===== src/include/sdse_consts.svh =====
`ifndef SDSE_CONSTS_SVH
`define SDSE_CONSTS_SVH
// basic status codes
`define SDSE_ST_INIT        2'h0
`define SDSE_ST_NORMAL      2'h1
`define SDSE_ST_SELFTEST    2'h2
`define SDSE_ST_ERROR       2'h3
// detailed status codes
`define SDSE_SF_NONE        2'h0
`define SDSE_SF_MEMORY      2'h1
`define SDSE_SF_MODE        2'h2
`define SDSE_SF_LINK        2'h3
// error source bit positions, index = priority value - 1
`define SDSE_SRC_CMD        0
`define SDSE_SRC_DOUT       1
`define SDSE_SRC_RESET      2
`define SDSE_SRC_SUPPLY     3
`define SDSE_SRC_TEST       4
`define SDSE_SRC_FOTP       5
`define SDSE_SRC_URW        6
`define SDSE_SRC_UOTP       7
`define SDSE_SRC_TEMP       8
`define SDSE_SRC_CHAN       9
`define SDSE_SRC_OSC        10
`define SDSE_NUM_SRC        11
`define SDSE_ECHO_ZERO      3'h0
`define SDSE_DATA_ZERO      16'h0000
`endif


===== src/include/sdse_pkg.sv =====
`default_nettype none
package sdse_pkg;
    typedef enum logic [1:0] {
        SDSE_DATA_SENSOR,
        SDSE_DATA_ZEROS,
        SDSE_DATA_ERRCODE
    } sdse_data_sel_t;
endpackage
`default_nettype wire


===== src/design/sdse_prio_pick.sv =====
`include "sdse_consts.svh"
`default_nettype none
module sdse_prio_pick #(
    parameter int N = `SDSE_NUM_SRC
) (
    input  wire logic [N-1:0] req_i,
    output logic      [N-1:0] onehot_o,
    output logic              any_o
);
    if (N < 1) begin : g_bad_width
        $error("sdse_prio_pick: N must be at least 1");
    end
    // lowest index wins: index equals priority value minus one
    assign onehot_o = req_i & (~req_i + N'(1));
    assign any_o    = |req_i;
endmodule
`default_nettype wire


===== src/design/sdse_sync2.sv =====
`default_nettype none
module sdse_sync2 #(
    parameter int W = 1
) (
    input  wire logic         clk_i,
    input  wire logic         sys_rst_i,
    input  wire logic [W-1:0] d_i,
    output logic      [W-1:0] q_o
);
    if (W < 1) begin : g_bad_width
        $error("sdse_sync2: W must be at least 1");
    end
    logic [W-1:0] meta_reg;
    logic [W-1:0] q_reg;
    always_ff @(posedge clk_i) begin
        if (sys_rst_i) begin
            meta_reg <= '0;
            q_reg    <= '0;
        end else begin
            meta_reg <= d_i;
            q_reg    <= meta_reg;
        end
    end
    assign q_o = q_reg;
endmodule
`default_nettype wire


===== src/design/sdse_status_encoder.sv =====
`include "sdse_consts.svh"
`default_nettype none
// Operation
// every sensor response carries 2-bit detailed status naming the internal error class
// detailed status comes from errors captured at previous command's chip-select rise
// 2-bit basic status; 11 means internal error and beats self-test/init/normal
// oscillator, channel clip/offset, temperature errors: 11/00, normal echo, real data
// user OTP bank error: 11/01, prio 8, zero echo, error code in data
// user read/write memory error: 11/01, prio 7, zero echo, error code once; here the code is sent in every frame while it wins
// factory OTP error: 11/01, prio 6, zero echo, error code at least once
// test mode: 11/10, prio 5, echo and data all zero
// supply error unsuppressed: 11/10, zeros until timer expiry, then code, aux off; here aux stays on while a stronger error wins
// supply error suppressed: 11/10, zeros until timer expiry, no error code
// device reset error: 11/10, prio 3, zero echo, error code once; here the code is sent in every frame while it wins
// output-line or command error: 11/11, zero echo, error code at least once
// simultaneous errors: lowest priority value decides encoding, echo and data
// master decodes status and discards data flagged by detailed error status
module sdse_status_encoder (
    // clock and reset
    input  wire logic        clk_i,
    input  wire logic        sys_rst_i,
    // frame timing, from the spi slave on this clock
    input  wire logic        cs_rise_i,
    // device state, asynchronous to this clock
    input  wire logic        osc_train_err_i,
    input  wire logic        signal_clip_flag_i,
    input  wire logic        offset_err_i,
    input  wire logic        temp_err_i,
    input  wire logic        user_bank_zero_err_i,
    input  wire logic        user_bank_one_err_i,
    input  wire logic        user_rw_bank_err_i,
    input  wire logic        factory_otp_err_i,
    input  wire logic        test_mode_flag_i,
    input  wire logic        supply_err_i,
    input  wire logic        supply_timer_expired_i,
    input  wire logic        device_reset_flag_i,
    input  wire logic        dout_line_err_i,
    // same-clock inputs
    input  wire logic        spi_cmd_err_i,
    input  wire logic        supply_error_suppress_i,
    input  wire logic        init_done_i,
    input  wire logic        self_test_i,
    input  wire logic [2:0]  source_id_i,
    input  wire logic [15:0] sensor_data_i,
    input  wire logic [15:0] error_code_i,
    // response fields
    output logic      [1:0]  basic_status_field_o,
    output logic      [1:0]  detailed_status_field_o,
    output logic      [2:0]  source_echo_o,
    output logic      [15:0] data_field_o,
    output sdse_pkg::sdse_data_sel_t data_sel_o,
    output logic             aux_output_enable_o
);
    import sdse_pkg::*;
    ////////////////////////////////////////////////////////////////////////
    localparam int NS = `SDSE_NUM_SRC;

    logic [12:0] async_raw;
    logic [12:0] async_sync;
    assign async_raw = {osc_train_err_i, signal_clip_flag_i, offset_err_i, temp_err_i,
                        user_bank_zero_err_i, user_bank_one_err_i, user_rw_bank_err_i,
                        factory_otp_err_i, test_mode_flag_i, supply_err_i,
                        supply_timer_expired_i, device_reset_flag_i, dout_line_err_i};

    // levels only: a one-cycle skew between bits settles before the next capture reads them
    sdse_sync2 #(.W(13)) u_sync (
        .clk_i     (clk_i),
        .sys_rst_i (sys_rst_i),
        .d_i       (async_raw),
        .q_o       (async_sync)
    );

    logic osc_s, clip_s, off_s, temp_s, ub0_s, ub1_s, urw_s, fotp_s;
    logic test_s, sup_s, tmr_s, dres_s, dout_s;
    assign {osc_s, clip_s, off_s, temp_s, ub0_s, ub1_s, urw_s, fotp_s,
            test_s, sup_s, tmr_s, dres_s, dout_s} = async_sync;

    ////////////////////////////////////////////////////////////////////////
    // live error vector; the command error is an event, held until the next capture
    logic          cmd_err_reg;
    logic [NS-1:0] live_src;

    assign live_src[`SDSE_SRC_CMD]    = cmd_err_reg | spi_cmd_err_i;
    assign live_src[`SDSE_SRC_DOUT]   = dout_s;
    assign live_src[`SDSE_SRC_RESET]  = dres_s;
    assign live_src[`SDSE_SRC_SUPPLY] = sup_s;
    assign live_src[`SDSE_SRC_TEST]   = test_s;
    assign live_src[`SDSE_SRC_FOTP]   = fotp_s;
    assign live_src[`SDSE_SRC_URW]    = urw_s;
    assign live_src[`SDSE_SRC_UOTP]   = ub0_s | ub1_s;
    assign live_src[`SDSE_SRC_TEMP]   = temp_s;
    assign live_src[`SDSE_SRC_CHAN]   = clip_s | off_s;
    assign live_src[`SDSE_SRC_OSC]    = osc_s;

    // an error arriving in the capture cycle is kept for the next frame too
    always_ff @(posedge clk_i) begin
        if (sys_rst_i) begin
            cmd_err_reg <= 1'b0;
        end else if (spi_cmd_err_i) begin
            cmd_err_reg <= 1'b1;
        end else if (cs_rise_i) begin
            cmd_err_reg <= 1'b0;
        end
    end

    ////////////////////////////////////////////////////////////////////////
    // snapshot at the chip-select rise that ends a command
    logic [NS-1:0] snap_reg;
    logic          snap_supp_reg;
    logic          snap_tmr_reg;
    logic          snap_init_reg;
    logic          snap_st_reg;

    always_ff @(posedge clk_i) begin
        if (sys_rst_i) begin
            snap_reg      <= '0;
            snap_supp_reg <= 1'b0;
            snap_tmr_reg  <= 1'b0;
            snap_init_reg <= 1'b0;
            snap_st_reg   <= 1'b0;
        end else if (cs_rise_i) begin
            snap_reg      <= live_src;
            snap_supp_reg <= supply_error_suppress_i;
            snap_tmr_reg  <= tmr_s;
            snap_init_reg <= init_done_i;
            snap_st_reg   <= self_test_i;
        end
    end

    logic [NS-1:0] win;
    logic          any_err;

    sdse_prio_pick #(.N(NS)) u_pick (
        .req_i    (snap_reg),
        .onehot_o (win),
        .any_o    (any_err)
    );

    ////////////////////////////////////////////////////////////////////////
    // class decode of the winning source
    logic cls_none, cls_mem, cls_mode, cls_link;
    logic win_sup, win_test;
    assign cls_none = win[`SDSE_SRC_OSC] | win[`SDSE_SRC_CHAN] | win[`SDSE_SRC_TEMP];
    assign cls_mem  = win[`SDSE_SRC_UOTP] | win[`SDSE_SRC_URW] | win[`SDSE_SRC_FOTP];
    assign cls_mode = win[`SDSE_SRC_TEST] | win[`SDSE_SRC_SUPPLY] | win[`SDSE_SRC_RESET];
    assign cls_link = win[`SDSE_SRC_DOUT] | win[`SDSE_SRC_CMD];
    assign win_sup  = win[`SDSE_SRC_SUPPLY];
    assign win_test = win[`SDSE_SRC_TEST];

    logic [1:0] basic_next;
    logic [1:0] detail_next;
    assign basic_next = any_err       ? `SDSE_ST_ERROR :
                        snap_st_reg   ? `SDSE_ST_SELFTEST :
                        snap_init_reg ? `SDSE_ST_NORMAL : `SDSE_ST_INIT;
    assign detail_next = cls_mem  ? `SDSE_SF_MEMORY :
                         cls_mode ? `SDSE_SF_MODE :
                         cls_link ? `SDSE_SF_LINK : `SDSE_SF_NONE;

    // supply: zeros until timer expiry; then one code unless suppressed
    logic sup_code_sent_reg;
    logic sup_send_code;
    assign sup_send_code = win_sup & snap_tmr_reg & ~snap_supp_reg & ~sup_code_sent_reg;

    sdse_data_sel_t sel_next;
    assign sel_next = (~any_err | cls_none) ? SDSE_DATA_SENSOR :
                      win_test              ? SDSE_DATA_ZEROS :
                      win_sup               ? (sup_send_code ? SDSE_DATA_ERRCODE : SDSE_DATA_ZEROS) :
                      SDSE_DATA_ERRCODE;

    logic        zero_echo;
    logic [2:0]  echo_next;
    logic [15:0] data_next;
    assign zero_echo = any_err & ~cls_none;
    assign echo_next = zero_echo ? `SDSE_ECHO_ZERO : source_id_i;
    assign data_next = (sel_next == SDSE_DATA_SENSOR) ? sensor_data_i :
                       (sel_next == SDSE_DATA_ERRCODE) ? error_code_i : `SDSE_DATA_ZERO;

    ////////////////////////////////////////////////////////////////////////
    // response fields, registered; the limitation is one cycle of latency after capture
    logic [1:0]     basic_reg;
    logic [1:0]     detail_reg;
    logic [2:0]     echo_reg;
    logic [15:0]    data_reg;
    sdse_data_sel_t sel_reg;
    logic           aux_en_reg;

    always_ff @(posedge clk_i) begin
        if (sys_rst_i) begin
            basic_reg  <= `SDSE_ST_INIT;
            detail_reg <= `SDSE_SF_NONE;
            echo_reg   <= `SDSE_ECHO_ZERO;
            data_reg   <= `SDSE_DATA_ZERO;
            sel_reg    <= SDSE_DATA_SENSOR;
            aux_en_reg <= 1'b1;
        end else begin
            basic_reg  <= basic_next;
            detail_reg <= detail_next;
            echo_reg   <= echo_next;
            data_reg   <= data_next;
            sel_reg    <= sel_next;
            aux_en_reg <= ~(win_sup & ~snap_supp_reg);
        end
    end

    // the code is sent once per supply episode, counted at the frame boundary
    always_ff @(posedge clk_i) begin
        if (sys_rst_i) begin
            sup_code_sent_reg <= 1'b0;
        end else if (~win_sup) begin
            sup_code_sent_reg <= 1'b0;
        end else if (cs_rise_i & sup_send_code) begin
            sup_code_sent_reg <= 1'b1;
        end
    end

    assign basic_status_field_o    = basic_reg;
    assign detailed_status_field_o = detail_reg;
    assign source_echo_o           = echo_reg;
    assign data_field_o            = data_reg;
    assign data_sel_o              = sel_reg;
    assign aux_output_enable_o     = aux_en_reg;

    ////////////////////////////////////////////////////////////////////////
    a_capture_on_rise: assert property (@(posedge clk_i) disable iff (sys_rst_i)
        !cs_rise_i |=> $stable(snap_reg))
        else $error("snapshot changed without chip-select rise");
    a_error_basic: assert property (@(posedge clk_i) disable iff (sys_rst_i)
        any_err |=> basic_status_field_o == `SDSE_ST_ERROR)
        else $error("basic status not error while error captured");
    a_noerr_detail: assert property (@(posedge clk_i) disable iff (sys_rst_i)
        !any_err |=> detailed_status_field_o == `SDSE_SF_NONE)
        else $error("detailed status set without error");
    a_class_none_data: assert property (@(posedge clk_i) disable iff (sys_rst_i)
        (any_err && cls_none) |=> (data_field_o == $past(sensor_data_i)
                                   && source_echo_o == $past(source_id_i)))
        else $error("low class error altered data or echo");
    a_memory_class: assert property (@(posedge clk_i) disable iff (sys_rst_i)
        (snap_reg[`SDSE_SRC_UOTP] && snap_reg[`SDSE_SRC_FOTP:0] == '0)
        |=> (detailed_status_field_o == `SDSE_SF_MEMORY && source_echo_o == `SDSE_ECHO_ZERO))
        else $error("user otp error not encoded");
    a_rw_code: assert property (@(posedge clk_i) disable iff (sys_rst_i)
        (win[`SDSE_SRC_URW]) |=> data_field_o == $past(error_code_i))
        else $error("rw memory error code missing");
    a_factory_detail: assert property (@(posedge clk_i) disable iff (sys_rst_i)
        win[`SDSE_SRC_FOTP] |=> detailed_status_field_o == `SDSE_SF_MEMORY)
        else $error("factory otp error not encoded");
    a_test_zero: assert property (@(posedge clk_i) disable iff (sys_rst_i)
        win_test |=> (data_field_o == `SDSE_DATA_ZERO && source_echo_o == `SDSE_ECHO_ZERO
                      && detailed_status_field_o == `SDSE_SF_MODE))
        else $error("test mode response not zero");
    a_supply_wait: assert property (@(posedge clk_i) disable iff (sys_rst_i)
        (win_sup && !snap_tmr_reg) |=> (data_field_o == `SDSE_DATA_ZERO && !aux_output_enable_o)
                                     || $past(snap_supp_reg))
        else $error("supply error did not zero response");
    a_supply_suppr: assert property (@(posedge clk_i) disable iff (sys_rst_i)
        (win_sup && snap_supp_reg) |=> data_sel_o == SDSE_DATA_ZEROS)
        else $error("suppressed supply error sent code");
    a_reset_detail: assert property (@(posedge clk_i) disable iff (sys_rst_i)
        win[`SDSE_SRC_RESET] |=> detailed_status_field_o == `SDSE_SF_MODE)
        else $error("reset error not encoded");
    a_link_detail: assert property (@(posedge clk_i) disable iff (sys_rst_i)
        cls_link |=> (detailed_status_field_o == `SDSE_SF_LINK && data_sel_o == SDSE_DATA_ERRCODE))
        else $error("link error not encoded");
    a_lowest_wins: assert property (@(posedge clk_i) disable iff (sys_rst_i)
        (snap_reg[`SDSE_SRC_CMD] && snap_reg[`SDSE_SRC_OSC]) |=> detailed_status_field_o == `SDSE_SF_LINK)
        else $error("priority order broken");
    // these also look one edge ahead, through the response register, except a_cmd_sticky, which reads cmd_err_reg
    a_cmd_sticky: assert property (@(posedge clk_i) disable iff (sys_rst_i)
        spi_cmd_err_i |=> cmd_err_reg)
        else $error("command error not held");
    a_clean_data: assert property (@(posedge clk_i) disable iff (sys_rst_i)
        !any_err |=> (data_field_o == $past(sensor_data_i) && source_echo_o == $past(source_id_i)))
        else $error("clean response altered data or echo");
    a_selftest_basic: assert property (@(posedge clk_i) disable iff (sys_rst_i)
        (!any_err && snap_st_reg) |=> basic_status_field_o == `SDSE_ST_SELFTEST)
        else $error("self-test not reported");
    a_user_code: assert property (@(posedge clk_i) disable iff (sys_rst_i)
        win[`SDSE_SRC_UOTP] |=> (data_field_o == $past(error_code_i) && source_echo_o == `SDSE_ECHO_ZERO))
        else $error("user otp error code missing");
    a_factory_code: assert property (@(posedge clk_i) disable iff (sys_rst_i)
        win[`SDSE_SRC_FOTP] |=> (data_field_o == $past(error_code_i) && source_echo_o == `SDSE_ECHO_ZERO))
        else $error("factory otp error code missing");
    a_reset_code: assert property (@(posedge clk_i) disable iff (sys_rst_i)
        win[`SDSE_SRC_RESET] |=> (data_field_o == $past(error_code_i) && source_echo_o == `SDSE_ECHO_ZERO))
        else $error("reset error code missing");
    a_link_code: assert property (@(posedge clk_i) disable iff (sys_rst_i)
        cls_link |=> (data_field_o == $past(error_code_i) && source_echo_o == `SDSE_ECHO_ZERO))
        else $error("link error code missing");
    a_supply_once: assert property (@(posedge clk_i) disable iff (sys_rst_i)
        (win_sup && sup_code_sent_reg) |=> data_sel_o == SDSE_DATA_ZEROS)
        else $error("supply error code repeated");
    a_supply_aux: assert property (@(posedge clk_i) disable iff (sys_rst_i)
        (win_sup && !snap_supp_reg) |=> !aux_output_enable_o)
        else $error("aux output left on during supply error");
    a_aux_restore: assert property (@(posedge clk_i) disable iff (sys_rst_i)
        !win_sup |=> aux_output_enable_o)
        else $error("aux output off without supply error");

    c_memory: cover property (@(posedge clk_i) disable iff (sys_rst_i) cls_mem);
    c_supply_code: cover property (@(posedge clk_i) disable iff (sys_rst_i) sup_send_code);
    c_test: cover property (@(posedge clk_i) disable iff (sys_rst_i) win_test);
    c_multi: cover property (@(posedge clk_i) disable iff (sys_rst_i) any_err && (snap_reg != win));
    c_supply_hold: cover property (@(posedge clk_i) disable iff (sys_rst_i) win_sup && snap_supp_reg);
endmodule
`default_nettype wire


===== config.mk =====
export PLATFORM = sky130hd
export DESIGN_NAME = sdse_status_encoder
export DESIGN_NICKNAME = d
export VERILOG_FILES = /design/src/include/sdse_pkg.sv /design/src/design/sdse_prio_pick.sv /design/src/design/sdse_sync2.sv /design/src/design/sdse_status_encoder.sv
export VERILOG_INCLUDE_DIRS = /design/src /design/src/include
export SDC_FILE = /design/constraint.sdc
export NUM_CORES = 1
export LEC_CHECK = 0
export BUFFER_PORTS_ARGS = -buffer_cell sky130_fd_sc_hd__buf_2
export CELL_PAD_IN_SITES_DETAIL_PLACEMENT = 1
export CELL_PAD_IN_SITES_GLOBAL_PLACEMENT = 1
export CORE_MARGIN = 2
export CORE_UTILIZATION = 33
export DETAILED_ROUTE_END_ITERATION = 8
export MAX_ROUTING_LAYER = met4
export PLACE_DENSITY = 0.71
export SLEW_MARGIN = 25
export SYNTH_ARGS = -nofsm -noshare
export SYNTH_HDL_FRONTEND = slang
export SYNTH_HIERARCHICAL = 1
export SYNTH_SLANG_ARGS = --single-unit

===== constraint.sdc =====
create_clock -name clk_i -period 2.1 [get_ports clk_i]
set_input_delay 0.105 -clock clk_i [delete_from_list [all_inputs] [get_ports clk_i]]
set_output_delay 0.105 -clock clk_i [all_outputs]
set_load 0.01 [all_outputs]

Yosys cells after proc, flatten, opt, wreduce, memory -nomap -nowiden
Cells that the tools add are included.
{"block": "word_totals", "regBits": 69, "in_bits": 55, "output_inout_bits": 26, "word_cells": 63}
{"block": "classes", "add_sub_neg": 1, "eq_ne": 1, "n_mux": 14, "bitwise": 25, "n_reduce_logical": 6}
{"operator": "2-to-1 mux 16 bit", "n": 2}
{"operator": "2-to-1 mux 2 bit", "n": 8}
{"operator": "adder 11 x 1 -> 11 bit (second input constant)", "n": 1}
{"operator": "bitwise AND 11 bit", "n": 1}
{"operator": "inverter 11 bit", "n": 1}
{"operator": "OR 1 bit", "n": 11}
{"operator": "OR reduction 11 bit", "n": 1}
{"operator": "bitwise AND 1 bit", "n": 6}
{"operator": "inverter 1 bit", "n": 6}
{"operator": "OR reduction 2 bit", "n": 3}
{"operator": "2-to-1 mux 1 bit", "n": 4}
{"operator": "equality test 2 bit (second input constant)", "n": 1}
{"operator": "logical NOT 2 bit", "n": 1}
{"operator": "nonzero test 2 bit", "n": 1}

Longest topological paths before layout
{"block": "depth", "depth_word": 13, "ltp_mapped": 9, "mapped_depth_nobuf": 5}

Hierarchy
Netlist, hierarchy kept.
{"module": "sdse_status_encoder", "n_inst": 1, "cells_each": 130, "area_per_inst_um2": 1451.4, "seq_area_each_um2": 860.8}
{"module": "sdse_sync2", "n_inst": 1, "cells_each": 54, "area_per_inst_um2": 700.7, "seq_area_each_um2": 520.5}
{"module": "sdse_prio_pick", "n_inst": 1, "cells_each": 21, "area_per_inst_um2": 131.4, "seq_area_each_um2": 0.0}

Worst setup path before layout
Ideal clock, no wire load.
{"block": "synth_timing", "kind": "register to register", "start": "register snap_reg[1]", "end": "register data_reg[5], in the netlist data_field_o[5]", "setup_time_ps": 60, "arrival_ps": 2154, "t_required_ps": 2040, "setup_slack_ps": -114, "stages_incl_launch_ff": 10, "n_path_buf": 4, "synth_period_minus_slack_ps": 2214, "path_cell_list": "dfxtp_1 > or4_1 > clkbuf_1 > or3_1 > or4b_1 > buf_2 > and2_4 > buf_6 > buf_8 > a22o_1"}
{"block": "synth_between", "elab_cells_between_ends": 19, "classes_between": "1 x add/sub; 1 x eq/ne; 6 x mux; 9 x bitwise; 2 x reduce/logical"}
{"item": "start, declared", "line_no": "sdse_status_encoder.sv:108", "rtl": "logic [NS-1:0] snap_reg;"}
{"item": "start signal, assigned", "line_no": "sdse_status_encoder.sv:122", "rtl": "snap_reg <= live_src;"}
{"item": "OR reduction 11 bit (*)", "line_no": "sdse_prio_pick.sv:15", "rtl": "assign any_o = |req_i;"}
{"item": "via any_err", "line_no": "sdse_status_encoder.sv:131", "rtl": "logic any_err;"}
{"item": "inverter 1 bit (*)", "line_no": "sdse_status_encoder.sv:165", "rtl": "assign sel_next = (~any_err | cls_none) ? SDSE_DATA_SENSOR :"}
{"item": "OR 1 bit (*)", "line_no": "sdse_status_encoder.sv:165"}
{"item": "2-to-1 mux 2 bit (*)", "line_no": "sdse_status_encoder.sv:165"}
{"item": "equality test 2 bit", "line_no": "sdse_status_encoder.sv:176", "rtl": "(sel_next == SDSE_DATA_ERRCODE) ? error_code_i : `SDSE_DATA_ZERO;"}
{"item": "2-to-1 mux 16 bit (no source line)"}
{"item": "2-to-1 mux 16 bit (no source line) (*)"}
{"item": "end signal, assigned", "line_no": "sdse_status_encoder.sv:192", "rtl": "data_reg <= `SDSE_DATA_ZERO;"}
{"item": "end signal, assigned", "line_no": "sdse_status_encoder.sv:199", "rtl": "data_reg <= data_next;"}
{"item": "end, declared", "line_no": "sdse_status_encoder.sv:183", "rtl": "logic [15:0] data_reg;"}
Mark *: on every way through the listed nets, which the timed path passes. The rest lies on a longest branch.
A chain may end at the register's enable or synchronous reset.

Worst setup path after layout
{"block": "layout_timing", "start": "register snap_reg[3]", "end": "register data_reg[9], in the netlist data_field_o[9]"}
The elaborated chain is that of the path after synthesis.

==> flow_summary.json <==
{
  "clkSlewWorstSetupHoldPaths_ps": 80,
  "synth-main-ff-cell": "dfxtp_1",
  "synthCells": 205,
  "crit_path_end_kind": "flip-flop",
  "ys_ff_latch": 69,
  "dr_total_vias": 2003,
  "synth-edff-count": 0,
  "post-route-period-util_pct": 97.43,
  "path_cells": "or4_4 -> or3_4 -> or4b_4 -> a211oi_4 -> buf_12 -> a22o_1",
  "grt_max_degree": 44,
  "setup-violations-final": 0,
  "gp_congestion": 0.8215,
  "overflow": 0,
  "synth_warnings": 6,
  "clockBufferDepth": 2,
  "grt_pass1_vias": 2110,
  "slew_headroom_pct": 66.84,
  "cp.depth": 6,
  "holdPathStages": 2,
  "start_util_pct": 33.80,
  "path_delay_family": "simple AND/OR/NAND/NOR gates",
  "layout-drive-gt1-share_pct": 34.20,
  "insertedDiodeCount": 0,
  "r2r_cells": 6,
  "crit_path_top_delay_cell": "or4_4",
  "drt-total-wl_mm": 6.400,
  "synth_top_area_cell": "dfxtp_1",
  "maxCapViolCount": 0,
  "ff_latch_area_mm2": 0.001384,
  "power_density_mw_per_mm2": 851.4,
  "path_class": "reg -> reg",
  "clock_latency_ps": 340,
  "multi_input_area_um2": 812.0,
  "dr.pass1.iters": 4,
  "synthTopCellsByArea": "dfxtp_1 60%, nor2b_1 6.8%, a22o_1 6.1%",
  "wl_per_cell_um": 15.06,
  "root_buffer": "clkbuf_8",
  "crit_path_max_incr_delay_ps": 570,
  "final_antenna_net_count": 0,
  "routed_via_density": 4.713,
  "ys_types": 33,
  "status": "completed",
  "period_needed_ps": 2046,
  "fin_util_pct": 51.39,
  "antenna_found_initial": 0,
  "final_hold_viol_count": 0,
  "ys_top_cells_by_count": "69 x dfxtp_1, 25 x nor2b_1, 24 x nor2_1",
  "cts_made_buffers": 9,
  "synth.top_cell.area_share_pct": 60.49,
  "rsz0062_at_grt": "no",
  "nFillCells": 766,
  "clock-sinks": 69,
  "avgSynthCellArea_um2": 11.14,
  "core_mm2": 0.006756,
  "cp_max_fo": 17,
  "die_y_um": 87.19,
  "die_w_um": 87.19,
  "track_usage_pct": 17.52,
  "htree_levels": 3,
  "dp.cells": 360,
  "final_area_mm2": 0.003472,
  "first_iter_violations": 34,
  "io_pins": 81,
  "drc_errors": 0,
  "cp.arrival_ps": 2280,
  "crit_required_ps": 2330,
  "finClkSkew_ps": 9.235,
  "rows": 30,
  "start_kind": "flip-flop",
  "synthArstFlopShare_pct": 0,
  "fmax_ghz": 0.4888,
  "area.growth.synth_to_final_pct": 52.05,
  "report.final.slew_viol_count": 0,
  "largest_reg_flops": 16,
  "place_area_mm2": 0.002763,
  "fin_nets": 396,
  "die_area_mm2": 0.007601,
  "ir_drop_mv": 0.3471,
  "worstMarginPinSlew_ps": 497.4,
  "port_buffers": 80,
  "path_buf_inv": 1,
  "leakage_uw": 0.001616,
  "grt_pass1_wl_mm": 9.708,
  "yosysSeqAreaShare_pct": 60.49,
  "dp_hpwl_mm": 3.524,
  "synth_fp_nets": 260,
  "syn_area_mm2": 0.002283,
  "synth_most_common_cell": "dfxtp_1",
  "fin_cells": 425,
  "hold_class": "in -> reg",
  "cts_tree": "built"
}
## through the flow
step	setup slack [ps]	setup TNS [ps]	hold WS [ps]	power, uW
6_report	53.99	0	11.12	2956
5_1_grt	5.677	0	18.22	3099
3_5_place_dp	-136.5	-2091	321.4	1796
4_1_cts	81.44	0	0.3860	2960
3_3_place_gp	9.931	0	311.9	1782
2_1_floorplan	-41.40	-403.5	176.6	1678
## power breakdown
| part | switching [uW] | leakage, uW | total [uW] | internal (uW) |
|---|---|---|---|---|
| clock | 479 | 0.000101 | 1080 | 603 |
| combinational | 198 | 0.000944 | 439 | 241 |
| sequential | 32.5 | 0.000571 | 1430 | 1400 |
| total | 710 | 0.00162 | 2960 | 2250 |
## worst paths after layout
| path | slack [ps] | start | end |
|---|---|---|---|
| max | 50 | snap_reg[3] | data_field_o[9] |
| min | 10 | factory_otp_err_i | u_sync/meta_reg[5] |
| min reg2reg | 440 | u_sync/meta_reg[8] | u_sync/q_o[8] |
| max reg2reg | 50 | snap_reg[3] | data_field_o[9] |
## metal layers
layer,wire length [um],part of all wire (%),GRT usage [%]
met1,2542,40,17.73
met2,3345,52,30.40
met3,376,5.9,4.739
met4,136,2.1,9.930
met5,0,0,-
## placed cells by master (no fill, tap or decap)
| cell | synthesis | layout |
|---|---|---|
| or4_4 | 0 | 1 |
| nand2_1 | 2 | 2 |
| a31oi_1 | 1 | 1 |
| or4b_2 | 1 | 1 |
| and3_2 | 3 | 3 |
| nand3_1 | 1 | 1 |
| dlygate4sd3_1 | 0 | 47 |
| clkbuf_8 | 0 | 11 |
| or3_1 | 2 | 1 |
| a211oi_4 | 1 | 1 |
| a21oi_1 | 3 | 3 |
| nor2b_1 | 25 | 25 |
| or3_4 | 0 | 1 |
| nor2_1 | 24 | 24 |
| nor4_1 | 2 | 2 |
| a22o_1 | 16 | 16 |
| inv_1 | 7 | 7 |
| or2_2 | 1 | 1 |
| and3_1 | 1 | 1 |
| nor3b_1 | 3 | 3 |
| dfxtp_1 | 69 | 67 |
| or4_1 | 2 | 1 |
| mux2i_1 | 12 | 12 |
| and2_4 | 1 | 1 |
| buf_2 | 1 | 80 |
| nor4b_1 | 2 | 2 |
| clkinvlp_4 | 0 | 1 |
| buf_4 | 3 | 8 |
| o21ai_0 | 1 | 1 |
| bufinv_16 | 0 | 1 |
| nand2b_1 | 1 | 1 |
| dfxtp_2 | 0 | 2 |
| buf_12 | 0 | 1 |
| clkinv_2 | 0 | 2 |
| or4b_4 | 1 | 2 |
| and2b_1 | 2 | 2 |
| and2_2 | 0 | 1 |
| a211oi_1 | 3 | 3 |
| nor3_1 | 5 | 5 |
## logic make-up after synthesis
group                  share of synthesized area, %
AOI/OAI and AO/OA                             9.150
buffers and inverters                         4.822
DFF                                           60.49
muxes                                         5.260
and+or+nand+nor                               20.27
## final cells by class
type                    instances  share of cell area (%)
repair buffers                136                   27.39
multi-input cells             118                   23.39
flip-flops and latches         69                   39.86
clock buffers                  11                   4.360
well taps                      80                   2.883
clock inverters                 4                   1.369
inverters                       7                  0.7568
## repair_timing
item / CTS / global route
endpoints found under the hold margin: 30 / 1
gates resized for setup: 1 / 1
hold buffers: 46 / 1
setup buffers: 1 / 1
pin swaps: 1 / 0
endpoints found under the setup margin: 17 / 7
cloned: 0 / 1
Note: power is estimated with default switching activity, not from simulation.
